===== config.mk =====
export PLATFORM = sky130hd
export DESIGN_NAME = ept_port
export DESIGN_NICKNAME = d
export VERILOG_FILES = /design/src/common/ept_pkg.sv /design/src/hw/ept_port.sv
export VERILOG_INCLUDE_DIRS = /design/src /design/src/common
export SDC_FILE = /design/constraint.sdc
export NUM_CORES = 1
export LEC_CHECK = 0
export ABC_AREA = 1
export BUFFER_PORTS_ARGS = -buffer_cell sky130_fd_sc_hd__buf_2
export CORE_UTILIZATION = 35
export DETAILED_ROUTE_END_ITERATION = 16
export HOLD_SLACK_MARGIN = 0.03
export PLACE_DENSITY = 0.62
export SYNTH_ARGS = -nofsm -noshare
export SYNTH_HDL_FRONTEND = slang
export SYNTH_SLANG_ARGS = --single-unit

===== constraint.sdc =====
create_clock -name clk_sys -period 3.75 [get_ports clk_sys]
set_input_delay 0.1875 -clock clk_sys [delete_from_list [all_inputs] [get_ports clk_sys]]
set_output_delay 0.1875 -clock clk_sys [all_outputs]
set_load 0.01 [all_outputs]

===== src/common/ept_defines.svh =====
// register map, field positions, reset values and tlp codes
`ifndef EPT_DEFINES_SVH
`define EPT_DEFINES_SVH
`define EPT_OFS_PCTL 4'h0
`define EPT_OFS_STS 4'h4
`define EPT_OFS_CNT 4'h8
`define EPT_OFS_RCTL 4'hC
`define EPT_OFS_ACTL 4'h0
`define EPT_PAGE_ATTR 1'b1
`define EPT_PCTL_DIS 0
`define EPT_PCTL_INJ 1
`define EPT_PCTL_LEN_LO 16
`define EPT_PCTL_LEN_HI 25
`define EPT_STS_FLAG 0
`define EPT_ACTL_FRO 0
`define EPT_ACTL_ROV 1
`define EPT_ACTL_FNS 2
`define EPT_ACTL_NSV 3
`define EPT_RCTL_RST 2'h2
`define EPT_REP_NONE 2'h0
`define EPT_REP_COR 2'h1
`define EPT_REP_NF 2'h2
`define EPT_REP_FAT 2'h3
`define EPT_HDR_LEN_HI 9
`define EPT_HDR_RO 13
`define EPT_HDR_NS 12
`define EPT_HDR_TYPE_HI 28
`define EPT_HDR_TYPE_LO 25
`define EPT_TYPE_MEM 4'h0
`define EPT_TYPE_CPL 4'h5
`define EPT_CRC_POLY 32'h04C1_1DB7
`define EPT_CRC_SEED 32'hFFFF_FFFF
`endif


===== src/common/ept_pkg.sv =====
// types shared by the parity and attribute block
package ept_pkg;
    typedef enum logic [1:0] {
        EPT_EG_IDLE = 2'b01,
        EPT_EG_PKT = 2'b10
    } ept_eg_state_e;
    typedef logic [31:0] ept_dword_t;
endpackage


===== src/hw/ept_port.sv =====
// per-port tlp end-to-end parity, lcrc nullify, error report and attribute forcing
//
// Decided for this implementation: the Avalon-MM slave port and the address map.
`timescale 1ns/100ps
`include "ept_defines.svh"
module ept_port
    import ept_pkg::*;
#(
    parameter int CNT_W = 8
)
(
    // clock and reset
    input wire logic clk_sys,
    input wire logic sys_rst,
    // avalon-mm slave
    input wire logic [4:0] avs_address,
    input wire logic avs_read,
    input wire logic avs_write,
    input wire logic [3:0] avs_byteenable,
    input wire logic [31:0] avs_writedata,
    output logic [31:0] avs_readdata,
    output logic avs_waitrequest,
    // ingress from link after lcrc check
    input wire logic rx_valid,
    input wire logic rx_sop,
    input wire logic rx_eop,
    input wire logic [31:0] rx_data,
    input wire logic rx_lcrc_bad,
    output logic rx_retry_req,
    // ingress to switch core
    output logic ig_valid,
    output logic ig_sop,
    output logic ig_eop,
    output logic [31:0] ig_data,
    output logic ig_par,
    // switch-produced tlps
    input wire logic gn_valid,
    input wire logic gn_sop,
    input wire logic gn_eop,
    input wire logic [31:0] gn_data,
    output logic gp_valid,
    output logic gp_sop,
    output logic gp_eop,
    output logic [31:0] gp_data,
    output logic gp_par,
    // tlps consumed by the switch
    input wire logic cs_valid,
    input wire logic cs_eop,
    input wire logic [31:0] cs_data,
    input wire logic cs_par,
    output logic cs_drop,
    // egress from core with stored parity
    input wire logic eg_valid,
    input wire logic eg_sop,
    input wire logic eg_eop,
    input wire logic [31:0] eg_data,
    input wire logic eg_par,
    output logic tx_valid,
    output logic tx_sop,
    output logic tx_eop,
    output logic [31:0] tx_data,
    output logic [31:0] tx_lcrc,
    output logic tx_edb,
    // error message request
    output logic err_msg_valid,
    output logic [1:0] err_msg_type
);

    //------------------------------------------------------------
    // helpers
    //------------------------------------------------------------
    function automatic logic [31:0] crc_dw(input logic [31:0] c, input logic [31:0] d);
        logic [31:0] r;
        r = c;
        for (int i = 31; i >= 0; i--)
        begin
            r = (r[31] ^ d[i]) ? ((r << 1) ^ `EPT_CRC_POLY) : (r << 1);
        end
        return r;
    endfunction

    function automatic logic attr_ok(input logic [31:0] h);
        logic [3:0] t;
        t = h[`EPT_HDR_TYPE_HI:`EPT_HDR_TYPE_LO];
        return (t == `EPT_TYPE_MEM) || (t == `EPT_TYPE_CPL);
    endfunction

    //------------------------------------------------------------
    // control registers
    //------------------------------------------------------------
    logic chk_dis_reg;
    logic inject_reg;
    logic [9:0] inj_len_reg;
    logic [1:0] rep_ctl_reg;
    logic fro_reg;
    logic rov_reg;
    logic fns_reg;
    logic nsv_reg;
    logic flag_reg;
    logic [CNT_W-1:0] cnt_reg;
    logic ack_reg;
    logic [31:0] wmask;
    logic wr_go;
    logic rd_go;
    logic err_evt;
    logic sts_clr;
    logic cnt_rd;
    logic sel_attr;
    logic [3:0] ofs;

    assign wmask = {{8{avs_byteenable[3]}}, {8{avs_byteenable[2]}},
                    {8{avs_byteenable[1]}}, {8{avs_byteenable[0]}}};
    assign avs_waitrequest = (avs_read | avs_write) & ~ack_reg;
    assign wr_go = avs_write & ack_reg;
    assign rd_go = avs_read & ~ack_reg;
    assign sel_attr = avs_address[4] == `EPT_PAGE_ATTR;
    // word address to byte offset; words 4..15 of a page land on unused offsets
    assign ofs = {avs_address[1:0], avs_address[3:2]};
    assign sts_clr = wr_go & ~sel_attr & (ofs == `EPT_OFS_STS)
                   & avs_writedata[`EPT_STS_FLAG] & avs_byteenable[0];
    assign cnt_rd = rd_go & ~sel_attr & (ofs == `EPT_OFS_CNT);

    always_ff @(posedge clk_sys)
    begin
        if (sys_rst)
            ack_reg <= 1'b0;
        else
            ack_reg <= (avs_read | avs_write) & ~ack_reg;
    end

    always_ff @(posedge clk_sys)
    begin
        if (sys_rst)
        begin
            chk_dis_reg <= 1'b0;
            inject_reg <= 1'b0;
            inj_len_reg <= '0;
            rep_ctl_reg <= `EPT_RCTL_RST;
            fro_reg <= 1'b0;
            rov_reg <= 1'b0;
            fns_reg <= 1'b0;
            nsv_reg <= 1'b0;
        end
        else if (wr_go && !sel_attr && ofs == `EPT_OFS_PCTL)
        begin
            if (avs_byteenable[0])
            begin
                chk_dis_reg <= avs_writedata[`EPT_PCTL_DIS];
                inject_reg <= avs_writedata[`EPT_PCTL_INJ];
            end
            inj_len_reg <= (inj_len_reg & ~wmask[`EPT_PCTL_LEN_HI:`EPT_PCTL_LEN_LO])
                | (avs_writedata[`EPT_PCTL_LEN_HI:`EPT_PCTL_LEN_LO]
                & wmask[`EPT_PCTL_LEN_HI:`EPT_PCTL_LEN_LO]);
        end
        else if (wr_go && !sel_attr && ofs == `EPT_OFS_RCTL && avs_byteenable[0])
            rep_ctl_reg <= avs_writedata[1:0];
        else if (wr_go && sel_attr && ofs == `EPT_OFS_ACTL && avs_byteenable[0])
        begin
            fro_reg <= avs_writedata[`EPT_ACTL_FRO];
            rov_reg <= avs_writedata[`EPT_ACTL_ROV];
            fns_reg <= avs_writedata[`EPT_ACTL_FNS];
            nsv_reg <= avs_writedata[`EPT_ACTL_NSV];
        end
    end

    always_ff @(posedge clk_sys)
    begin
        if (sys_rst)
            avs_readdata <= '0;
        else if (rd_go)
        begin
            avs_readdata <= '0;
            if (sel_attr)
            begin
                if (ofs == `EPT_OFS_ACTL)
                    avs_readdata[3:0] <= {nsv_reg, fns_reg, rov_reg, fro_reg};
            end
            else
            begin
                case (ofs)
                    `EPT_OFS_PCTL:
                    begin
                        avs_readdata[`EPT_PCTL_DIS] <= chk_dis_reg;
                        avs_readdata[`EPT_PCTL_INJ] <= inject_reg;
                        avs_readdata[`EPT_PCTL_LEN_HI:`EPT_PCTL_LEN_LO] <= inj_len_reg;
                    end
                    `EPT_OFS_STS: avs_readdata[`EPT_STS_FLAG] <= flag_reg;
                    `EPT_OFS_CNT: avs_readdata[CNT_W-1:0] <= cnt_reg;
                    `EPT_OFS_RCTL: avs_readdata[1:0] <= rep_ctl_reg;
                    default: avs_readdata <= '0;
                endcase
            end
        end
    end

    //------------------------------------------------------------
    // ingress: parity generation, injection, attribute forcing
    //------------------------------------------------------------
    logic s1_valid;
    logic s1_sop;
    logic s1_eop;
    logic [31:0] s1_data;
    logic s1_par;
    logic s1_app;
    logic inj_pkt_reg;
    logic inj_now;
    logic [31:0] mod_data;

    // length lives in the first dword, so the match is known on sop
    assign inj_now = rx_sop ? (inject_reg && rx_data[`EPT_HDR_LEN_HI:0] == inj_len_reg)
                            : inj_pkt_reg;

    always_ff @(posedge clk_sys)
    begin
        if (sys_rst)
        begin
            inj_pkt_reg <= 1'b0;
            rx_retry_req <= 1'b0;
        end
        else
        begin
            if (rx_valid && rx_sop)
                inj_pkt_reg <= inj_now;
            rx_retry_req <= rx_valid & rx_eop & rx_lcrc_bad;
        end
    end

    always_ff @(posedge clk_sys)
    begin
        if (sys_rst)
        begin
            s1_valid <= 1'b0;
            s1_sop <= 1'b0;
            s1_eop <= 1'b0;
            s1_data <= '0;
            s1_par <= 1'b0;
            s1_app <= 1'b0;
        end
        else
        begin
            s1_valid <= rx_valid;
            s1_sop <= rx_sop;
            s1_eop <= rx_eop;
            s1_data <= rx_data;
            s1_par <= (^rx_data) ^ inj_now;
            s1_app <= attr_ok(rx_data);
        end
    end

    always_comb
    begin
        mod_data = s1_data;
        if (s1_sop && s1_app && fro_reg)
            mod_data[`EPT_HDR_RO] = rov_reg;
        if (s1_sop && s1_app && fns_reg)
            mod_data[`EPT_HDR_NS] = nsv_reg;
    end

    always_ff @(posedge clk_sys)
    begin
        if (sys_rst)
        begin
            ig_valid <= 1'b0;
            ig_sop <= 1'b0;
            ig_eop <= 1'b0;
            ig_data <= '0;
            ig_par <= 1'b0;
        end
        else
        begin
            ig_valid <= s1_valid;
            ig_sop <= s1_sop;
            ig_eop <= s1_eop;
            ig_data <= mod_data;
            // parity carried with the dword into core storage
            ig_par <= s1_par ^ (^(mod_data ^ s1_data));
        end
    end

    //------------------------------------------------------------
    // produced tlps and consumed tlps
    //------------------------------------------------------------
    logic cs_bad_reg;
    logic cs_err;

    always_ff @(posedge clk_sys)
    begin
        if (sys_rst)
        begin
            gp_valid <= 1'b0;
            gp_sop <= 1'b0;
            gp_eop <= 1'b0;
            gp_data <= '0;
            gp_par <= 1'b0;
        end
        else
        begin
            gp_valid <= gn_valid;
            gp_sop <= gn_sop;
            gp_eop <= gn_eop;
            gp_data <= gn_data;
            gp_par <= ^gn_data;
        end
    end

    assign cs_err = cs_valid & ~chk_dis_reg & ((^cs_data) ^ cs_par);

    always_ff @(posedge clk_sys)
    begin
        if (sys_rst)
        begin
            cs_bad_reg <= 1'b0;
            cs_drop <= 1'b0;
        end
        else
        begin
            if (cs_valid)
                cs_bad_reg <= cs_eop ? 1'b0 : (cs_bad_reg | cs_err);
            cs_drop <= cs_valid & cs_eop & (cs_bad_reg | cs_err);
        end
    end

    //------------------------------------------------------------
    // egress: parity check alongside lcrc, nullify on error
    //------------------------------------------------------------
    ept_eg_state_e eg_state_reg;
    logic [31:0] crc_reg;
    logic [31:0] crc_next;
    logic eg_bad_reg;
    logic eg_err;
    logic eg_pkt_bad;

    assign crc_next = crc_dw(eg_sop ? `EPT_CRC_SEED : crc_reg, eg_data);
    assign eg_err = eg_valid & ~chk_dis_reg & ((^eg_data) ^ eg_par);
    assign eg_pkt_bad = (eg_bad_reg & ~eg_sop & (eg_state_reg == EPT_EG_PKT)) | eg_err;

    always_ff @(posedge clk_sys)
    begin
        if (sys_rst)
        begin
            eg_state_reg <= EPT_EG_IDLE;
            crc_reg <= `EPT_CRC_SEED;
            eg_bad_reg <= 1'b0;
        end
        else
        begin
            case (eg_state_reg)
                EPT_EG_IDLE:
                    if (eg_valid && eg_sop && !eg_eop)
                        eg_state_reg <= EPT_EG_PKT;
                EPT_EG_PKT:
                    if (eg_valid && eg_eop)
                        eg_state_reg <= EPT_EG_IDLE;
                default: eg_state_reg <= EPT_EG_IDLE;
            endcase
            if (eg_valid)
            begin
                crc_reg <= crc_next;
                eg_bad_reg <= eg_pkt_bad;
            end
        end
    end

    always_ff @(posedge clk_sys)
    begin
        if (sys_rst)
        begin
            tx_valid <= 1'b0;
            tx_sop <= 1'b0;
            tx_eop <= 1'b0;
            tx_data <= '0;
            tx_lcrc <= '0;
            tx_edb <= 1'b0;
        end
        else
        begin
            tx_valid <= eg_valid;
            tx_sop <= eg_sop;
            tx_eop <= eg_eop;
            tx_data <= eg_data;
            tx_lcrc <= '0;
            tx_edb <= 1'b0;
            if (eg_valid && eg_eop)
            begin
                // normal lcrc is the complemented remainder; nullify sends its inverse
                tx_lcrc <= eg_pkt_bad ? crc_next : ~crc_next;
                tx_edb <= eg_pkt_bad;
            end
        end
    end

    //------------------------------------------------------------
    // error status, counter and message
    //------------------------------------------------------------
    assign err_evt = (eg_valid & eg_eop & eg_pkt_bad)
                   | (cs_valid & cs_eop & (cs_bad_reg | cs_err));

    always_ff @(posedge clk_sys)
    begin
        if (sys_rst)
            flag_reg <= 1'b0;
        else if (err_evt)
            flag_reg <= 1'b1;
        else if (sts_clr)
            flag_reg <= 1'b0;
    end

    always_ff @(posedge clk_sys)
    begin
        if (sys_rst)
            cnt_reg <= '0;
        else if (cnt_rd)
            cnt_reg <= err_evt ? CNT_W'(1) : '0;
        else if (err_evt && cnt_reg != {CNT_W{1'b1}})
            cnt_reg <= cnt_reg + CNT_W'(1);
    end

    always_ff @(posedge clk_sys)
    begin
        if (sys_rst)
        begin
            err_msg_valid <= 1'b0;
            err_msg_type <= `EPT_REP_NONE;
        end
        else
        begin
            err_msg_valid <= err_evt & ~flag_reg
                & (rep_ctl_reg != `EPT_REP_NONE);
            if (err_evt && !flag_reg)
                err_msg_type <= rep_ctl_reg;
        end
    end

endmodule


After elaboration in Yosys (flattened, before gate mapping)
Cells that the tools add are included.
Word-level totals
  bits in registers: 279
  output and inout bits: 178
  logic and storage cells: 252
Operators by class
  add/sub/neg operators: 1
  equal/unequal tests: 10
  mux-type cells: 53
  bitwise gates (word level): 109
  reductions and logical operators: 36
Operators with widths (count)
  $mux W27: 32
  $not A14 Y14: 32
  $reduce_xor A32 Y1: 5
  $mux W32: 2
  $xor A1 B1 Y1: 36
  $not A32 Y32: 1
  $xor A32 B32 Y32: 1
  $and A1 B1 Y1: 23
  $mux W22: 1
  $and A10 B10 Y10: 2
  $logic_and A1 B1 Y1: 17
  $mux W8: 2
  $eq A10 B10 Y1: 1
  $mux W10: 1
  $not A10 Y10: 1
  $or A10 B10 Y10: 1
  $add A8 B1 Y8 const B: 1
  $eq A4 B3 Y1 const B: 2
  $eq A4 B4 Y1 const B: 2
  $logic_not A4 Y1: 2
  $mux W4: 2
  $ne A8 B8 Y1 const B: 1
  $not A1 Y1: 8
  $mux W1: 7
  16 further kinds: 26

Longest topological paths before layout
  depth in word-level cells: 67
  gate-level depth with buffers: 33

Least setup slack after synthesis
No wires, ideal clock.
  path type: register -> register
  start: register crc_reg[31]
  end: register tx_lcrc[27]
  library setup time: 0.115 ns
  data arrival time: 3.009 ns
  required time: 3.635 ns
  path slack: 0.626 ns
  stages on the path, launching flop included: 27
  buffers on the path: 1
  clock period less this slack: 3.124 ns
  cells stage by stage: dfxtp_1 > o21ai_1 > nand2_2 > nand2_2 > nand2_2 > nand2_1 > nand3_2 > nand2_4 > nand2_2 > nand2_1 > nand2_2 > nand2_4 > nand2_1 > nand2_1 > nand2_1 > nand2_2 > nand2_1 > nand2_1 > nand2_1 > nand2_2 > inv_2 > buf_4 > or2_1 > nand2_1 > nand2_1 > a21oi_1 > nor2_1
Between the ends
  longest elaborated chain between the ends: 42
  elaborated cells on any way between the ends: 71
  classes of those cells: mux: 33; bitwise: 38
Ends and longest elaborated chain
  start, declared: RTL line ept_port.sv:327  | logic [31:0] crc_reg;
  start signal, assigned: RTL line ept_port.sv:342  | crc_reg <= `EPT_CRC_SEED;
  start signal, assigned: RTL line ept_port.sv:358  | crc_reg <= crc_next;
  $mux W32 *: RTL line ept_port.sv:333  | assign crc_next = crc_dw(eg_sop ? `EPT_CRC_SEED : crc_reg, eg_data);
  $xor A1 B1 Y1 *: RTL line ept_port.sv:77  | r = (r[31] ^ d[i]) ? ((r << 1) ^ `EPT_CRC_POLY) : (r << 1);
  $mux W27 *: RTL line ept_port.sv:77
  $xor A1 B1 Y1 / $mux W27 (equally long branches): RTL line ept_port.sv:77
  $mux W27 / $not A14 Y14 (equally long branches)
  $mux W27: RTL line ept_port.sv:77
  $not A14 Y14 (no source line)
  $mux W27: RTL line ept_port.sv:77
  [... 26 more ...]
  $not A14 Y14 (no source line) / $mux W27 (equally long branches)
  $mux W27: RTL line ept_port.sv:77
  $mux W27 / $not A14 Y14 (equally long branches)
  $mux W27: RTL line ept_port.sv:77
  $not A14 Y14 (no source line) / $xor A1 B1 Y1 (equally long branches)
  $mux W27 *: RTL line ept_port.sv:77
  $not A32 Y32: RTL line ept_port.sv:386  | tx_lcrc <= eg_pkt_bad ? crc_next : ~crc_next;
  $mux W32 *: RTL line ept_port.sv:386
  end signal, assigned: RTL line ept_port.sv:386
  end, declared: RTL line ept_port.sv:62  | output logic [31:0] tx_lcrc,
Mark *: on every way between the ends. The rest lies on a longest branch, timed or not.
A chain may end at the register's enable or synchronous reset.

Worst setup path after layout
  start: register crc_reg[31]
  end: register tx_lcrc[18]
Between the ends
  longest elaborated chain between the ends: 41
  elaborated cells on any way between the ends: 74
  classes of those cells: mux: 34; bitwise: 40
Ends and longest elaborated chain (RTL line)
  $mux W32 *: ept_port.sv:333
  $xor A1 B1 Y1 *: ept_port.sv:77
  $mux W27 *: ept_port.sv:77
  $mux W27 / $not A14 Y14 (equally long branches) (2 in series)
  $mux W27: ept_port.sv:77
  $not A14 Y14 (no source line) / $mux W27 (equally long branches)
  $mux W27: ept_port.sv:77
  $mux W27 / $not A14 Y14 (equally long branches)
  [... 19 more ...]
  $not A14 Y14 (no source line) / $xor A1 B1 Y1 (equally long branches)
  $mux W27: ept_port.sv:77
  $not A14 Y14 (no source line) / $xor A1 B1 Y1 (equally long branches)
  $mux W27 (4 in series): ept_port.sv:77
  $not A14 Y14 (no source line)
  $mux W27 * (3 in series): ept_port.sv:77
  $not A32 Y32: ept_port.sv:386
  $mux W32 *: ept_port.sv:386
Marked as above.

==> results_dict.tcl <==
set metrics [dict create \
    status "completed" \
    path_clk_slew_ns 0.06 \
    finalWirelength_um 49300 \
    netlist_instances 2033 \
    first_global_vias 13900 \
    die_h_um 205 \
    fp.dieW_um 205 \
    hold_path.class "input pin to register" \
    row_count 73 \
    grt_pass1_wl_um 73900 \
    area_growth_syn_to_layout_pct 39.7 \
    ys.flop_type "dfxtp_1" \
    final_area_um2 20100 \
    setup_ws_ns 0.188 \
    multi_input_area_um2 8050 \
    synth_top_area_frac 0.369 \
    dp_hpwl_um 37900 \
    tritoncts "yes" \
    core_area_um2 40100 \
    portBuffers 331 \
    worstMarginPinSlew_ns 0.733 \
    final_hold_viol_count 0 \
    antenna_found_initial 1 \
    synth-edff-count 0 \
    cts_root_buffer "clkbuf_16" \
    drt_iter0_markers 713 \
    grt-ovfl-total 0 \
    slew_viol_final 0 \
    place.gp.congestion 0.889 \
    final_common_cell "nand2_1" \
    regArea_um2 5310 \
    fmaxAchievable_ghz 0.281 \
    synth_seq_cells 265 \
    yosysTopAreaCell "dfxtp_1" \
    setup_viol 0 \
    crit_type "register to register" \
    min_period_ns 3.56 \
    vias 14500 \
    nFillCells 3838 \
    htree_levels 1 \
    timing.final.crit_share 0.950 \
    ys_seq_area_frac 0.369 \
    cp_max_fo 8 \
    nets 2780 \
    synth-async-reset-ratio 0 \
    syn-cell-area_um2 14400 \
    drc 0 \
    ys_warn_count 0 \
    dpl-instance-area_um2 17100 \
    start_util 0.359 \
    io_pins 365 \
    cts_buffer_depth 3 \
    antenna_left 0 \
    layout_common_cells "nand2_1 (457), buf_2 (330), dfxtp_1 (260)" \
    synthDistinctLibCells 48 \
    tns_ns 0 \
    die_area_um2 41900 \
    max_slew_margin 0.509 \
    drt_first_pass_iters 5 \
    numCtsBuffers 31 \
    yosys-top-cells-area "dfxtp_1 (37%), nand2_1 (12%), xor2_1 (9.0%)" \
    critical_path_required_ns 4.24 \
    clkLatencyLatePin_ns 0.60 \
    rsz0062_at_grt "true" \
    drive_above_1_share 0.248 \
    end_kind "register" \
    place_ws_ns -0.217 \
    via_per_inst 4.61 \
    cts_num_sinks 265 \
    wl_per_cell_um 15.7 \
    syn_area_per_cell_um2 7.07 \
    grt_max_degree 130 \
    start_kind "register" \
    groute.usage.overall 0.228 \
    arrival_ns 4.05 \
    fin_skew_ns 0.0286 \
    maxCapViolations 0 \
]
path summary, 6_finish.rpt:
check	start	endpoint	slack (ns)	cells after the start
hold / removal	sys_rst	cs_drop$_SDFF_PP0_	0.05	2
setup / recovery	crc_reg[31]$_SDFFE_PP1P_	tx_lcrc[18]$_SDFF_PP0_	0.19	25
setup reg to reg	crc_reg[31]$_SDFFE_PP1P_	tx_lcrc[18]$_SDFF_PP0_	0.19	25
hold reg to reg	s1_data[3]$_SDFF_PP0_	ig_data[3]$_SDFF_PP0_	0.40	2
critical path, cell delays in order, from the launching register on:
cell and delay, ns:
dfxtp_2 0.36, nor2_4 0.15, nand2_4 0.08, nand2_2 0.13, nand2_1 0.11, nand2_1 0.15
nand2_1 0.11, nand2_1 0.08, nand2_2 0.10, nand2_4 0.14, nand2_2 0.07, nand2_1 0.07
nand2_2 0.11, nand2_4 0.16, nand2_1 0.08, nand2_1 0.12, xor2_1 0.31, xor2_2 0.17
or2_1 0.25, nand2_1 0.06, nand2_1 0.06, nand2_1 0.06, nand2_1 0.06, nand2_1 0.15
nand2_1 0.07, a21oi_1 0.22
cells by family (layout without fill, tap and decap cells):
kind of cell    count (synthesis)  after routing  synth area share
buf+inv                       328            899            0.0916
compound gates                186            186            0.0688
simple gates                  968            968             0.293
fa+ha+maj                       1              1          0.000870
flops                         265            265             0.369
other cells                     1             15          0.000261
xor+xnor                      284            284             0.177
synth_stat cells, types with 2 or more instances:
| cell type | instances |
|---|---|
| nand3_2 | 4 |
| a221oi_1 | 2 |
| nand4_1 | 7 |
| a32oi_1 | 2 |
| o31ai_1 | 2 |
| or2_1 | 5 |
| o21ai_1 | 12 |
| nand2_1 | 464 |
| nor2_4 | 2 |
| inv_2 | 26 |
| nand3_1 | 156 |
| a31oi_1 | 2 |
| nand2_4 | 11 |
| nor4_1 | 3 |
| nor2_1 | 236 |
| buf_4 | 17 |
| or2_2 | 3 |
| nor3_1 | 8 |
| buf_6 | 2 |
| buf_1 | 3 |
| o211ai_1 | 3 |
| inv_1 | 237 |
| xnor2_1 | 131 |
| o21ai_0 | 52 |
| nand2_2 | 53 |
| xnor2_2 | 2 |
| buf_2 | 4 |
| nor2_2 | 4 |
| a21oi_1 | 100 |
| xor2_2 | 3 |
| clkbuf_1 | 38 |
| o22ai_1 | 4 |
| xor2_1 | 147 |
| dfxtp_1 | 265 |
| nand3b_1 | 10 |
what timing repair did:
item                       CTS  global route
pin swaps                    0            16
hold endpoints to repair   133             0
gates resized for setup      2            55
hold buffers               136             0
setup buffers                0            28
setup endpoints to repair    3            57
area by class of cell:
class	count	area share
Timing Repair Buffer	577	0.195
Sequential cell	265	0.264
Antenna cell	1	0.000125
Clock buffer	39	0.0441
Clock inverter	19	0.0131
Multi-Input combinational cell	1453	0.401
Inverter	264	0.0498
Tap cell	525	0.0327
per-layer routing:
metal	global-route usage	part of all wire	up-vias
met1	0.261	0.41	6617
li1	-	-	7345
met4	0.0794	0.036	0
met2	0.422	0.50	446
met5	0	0	-
met3	0.0371	0.058	86
per-stage QoR:
stage / hold slack [ns] / std cells / utilization
floorplan: 0.266 / 2046 / -
global placement: 0.389 / 2920 / 0.426
detailed placement: 0.396 / 2920 / 0.426
CTS: 0.0364 / 3114 / 0.489
global route: 0.0583 / 3143 / 0.501
finish: 0.0452 / 3143 / 0.501
Power is left out: the tool's default activity adds up to more than one toggle a clock period on the data nets, which glitch-free logic cannot reach.
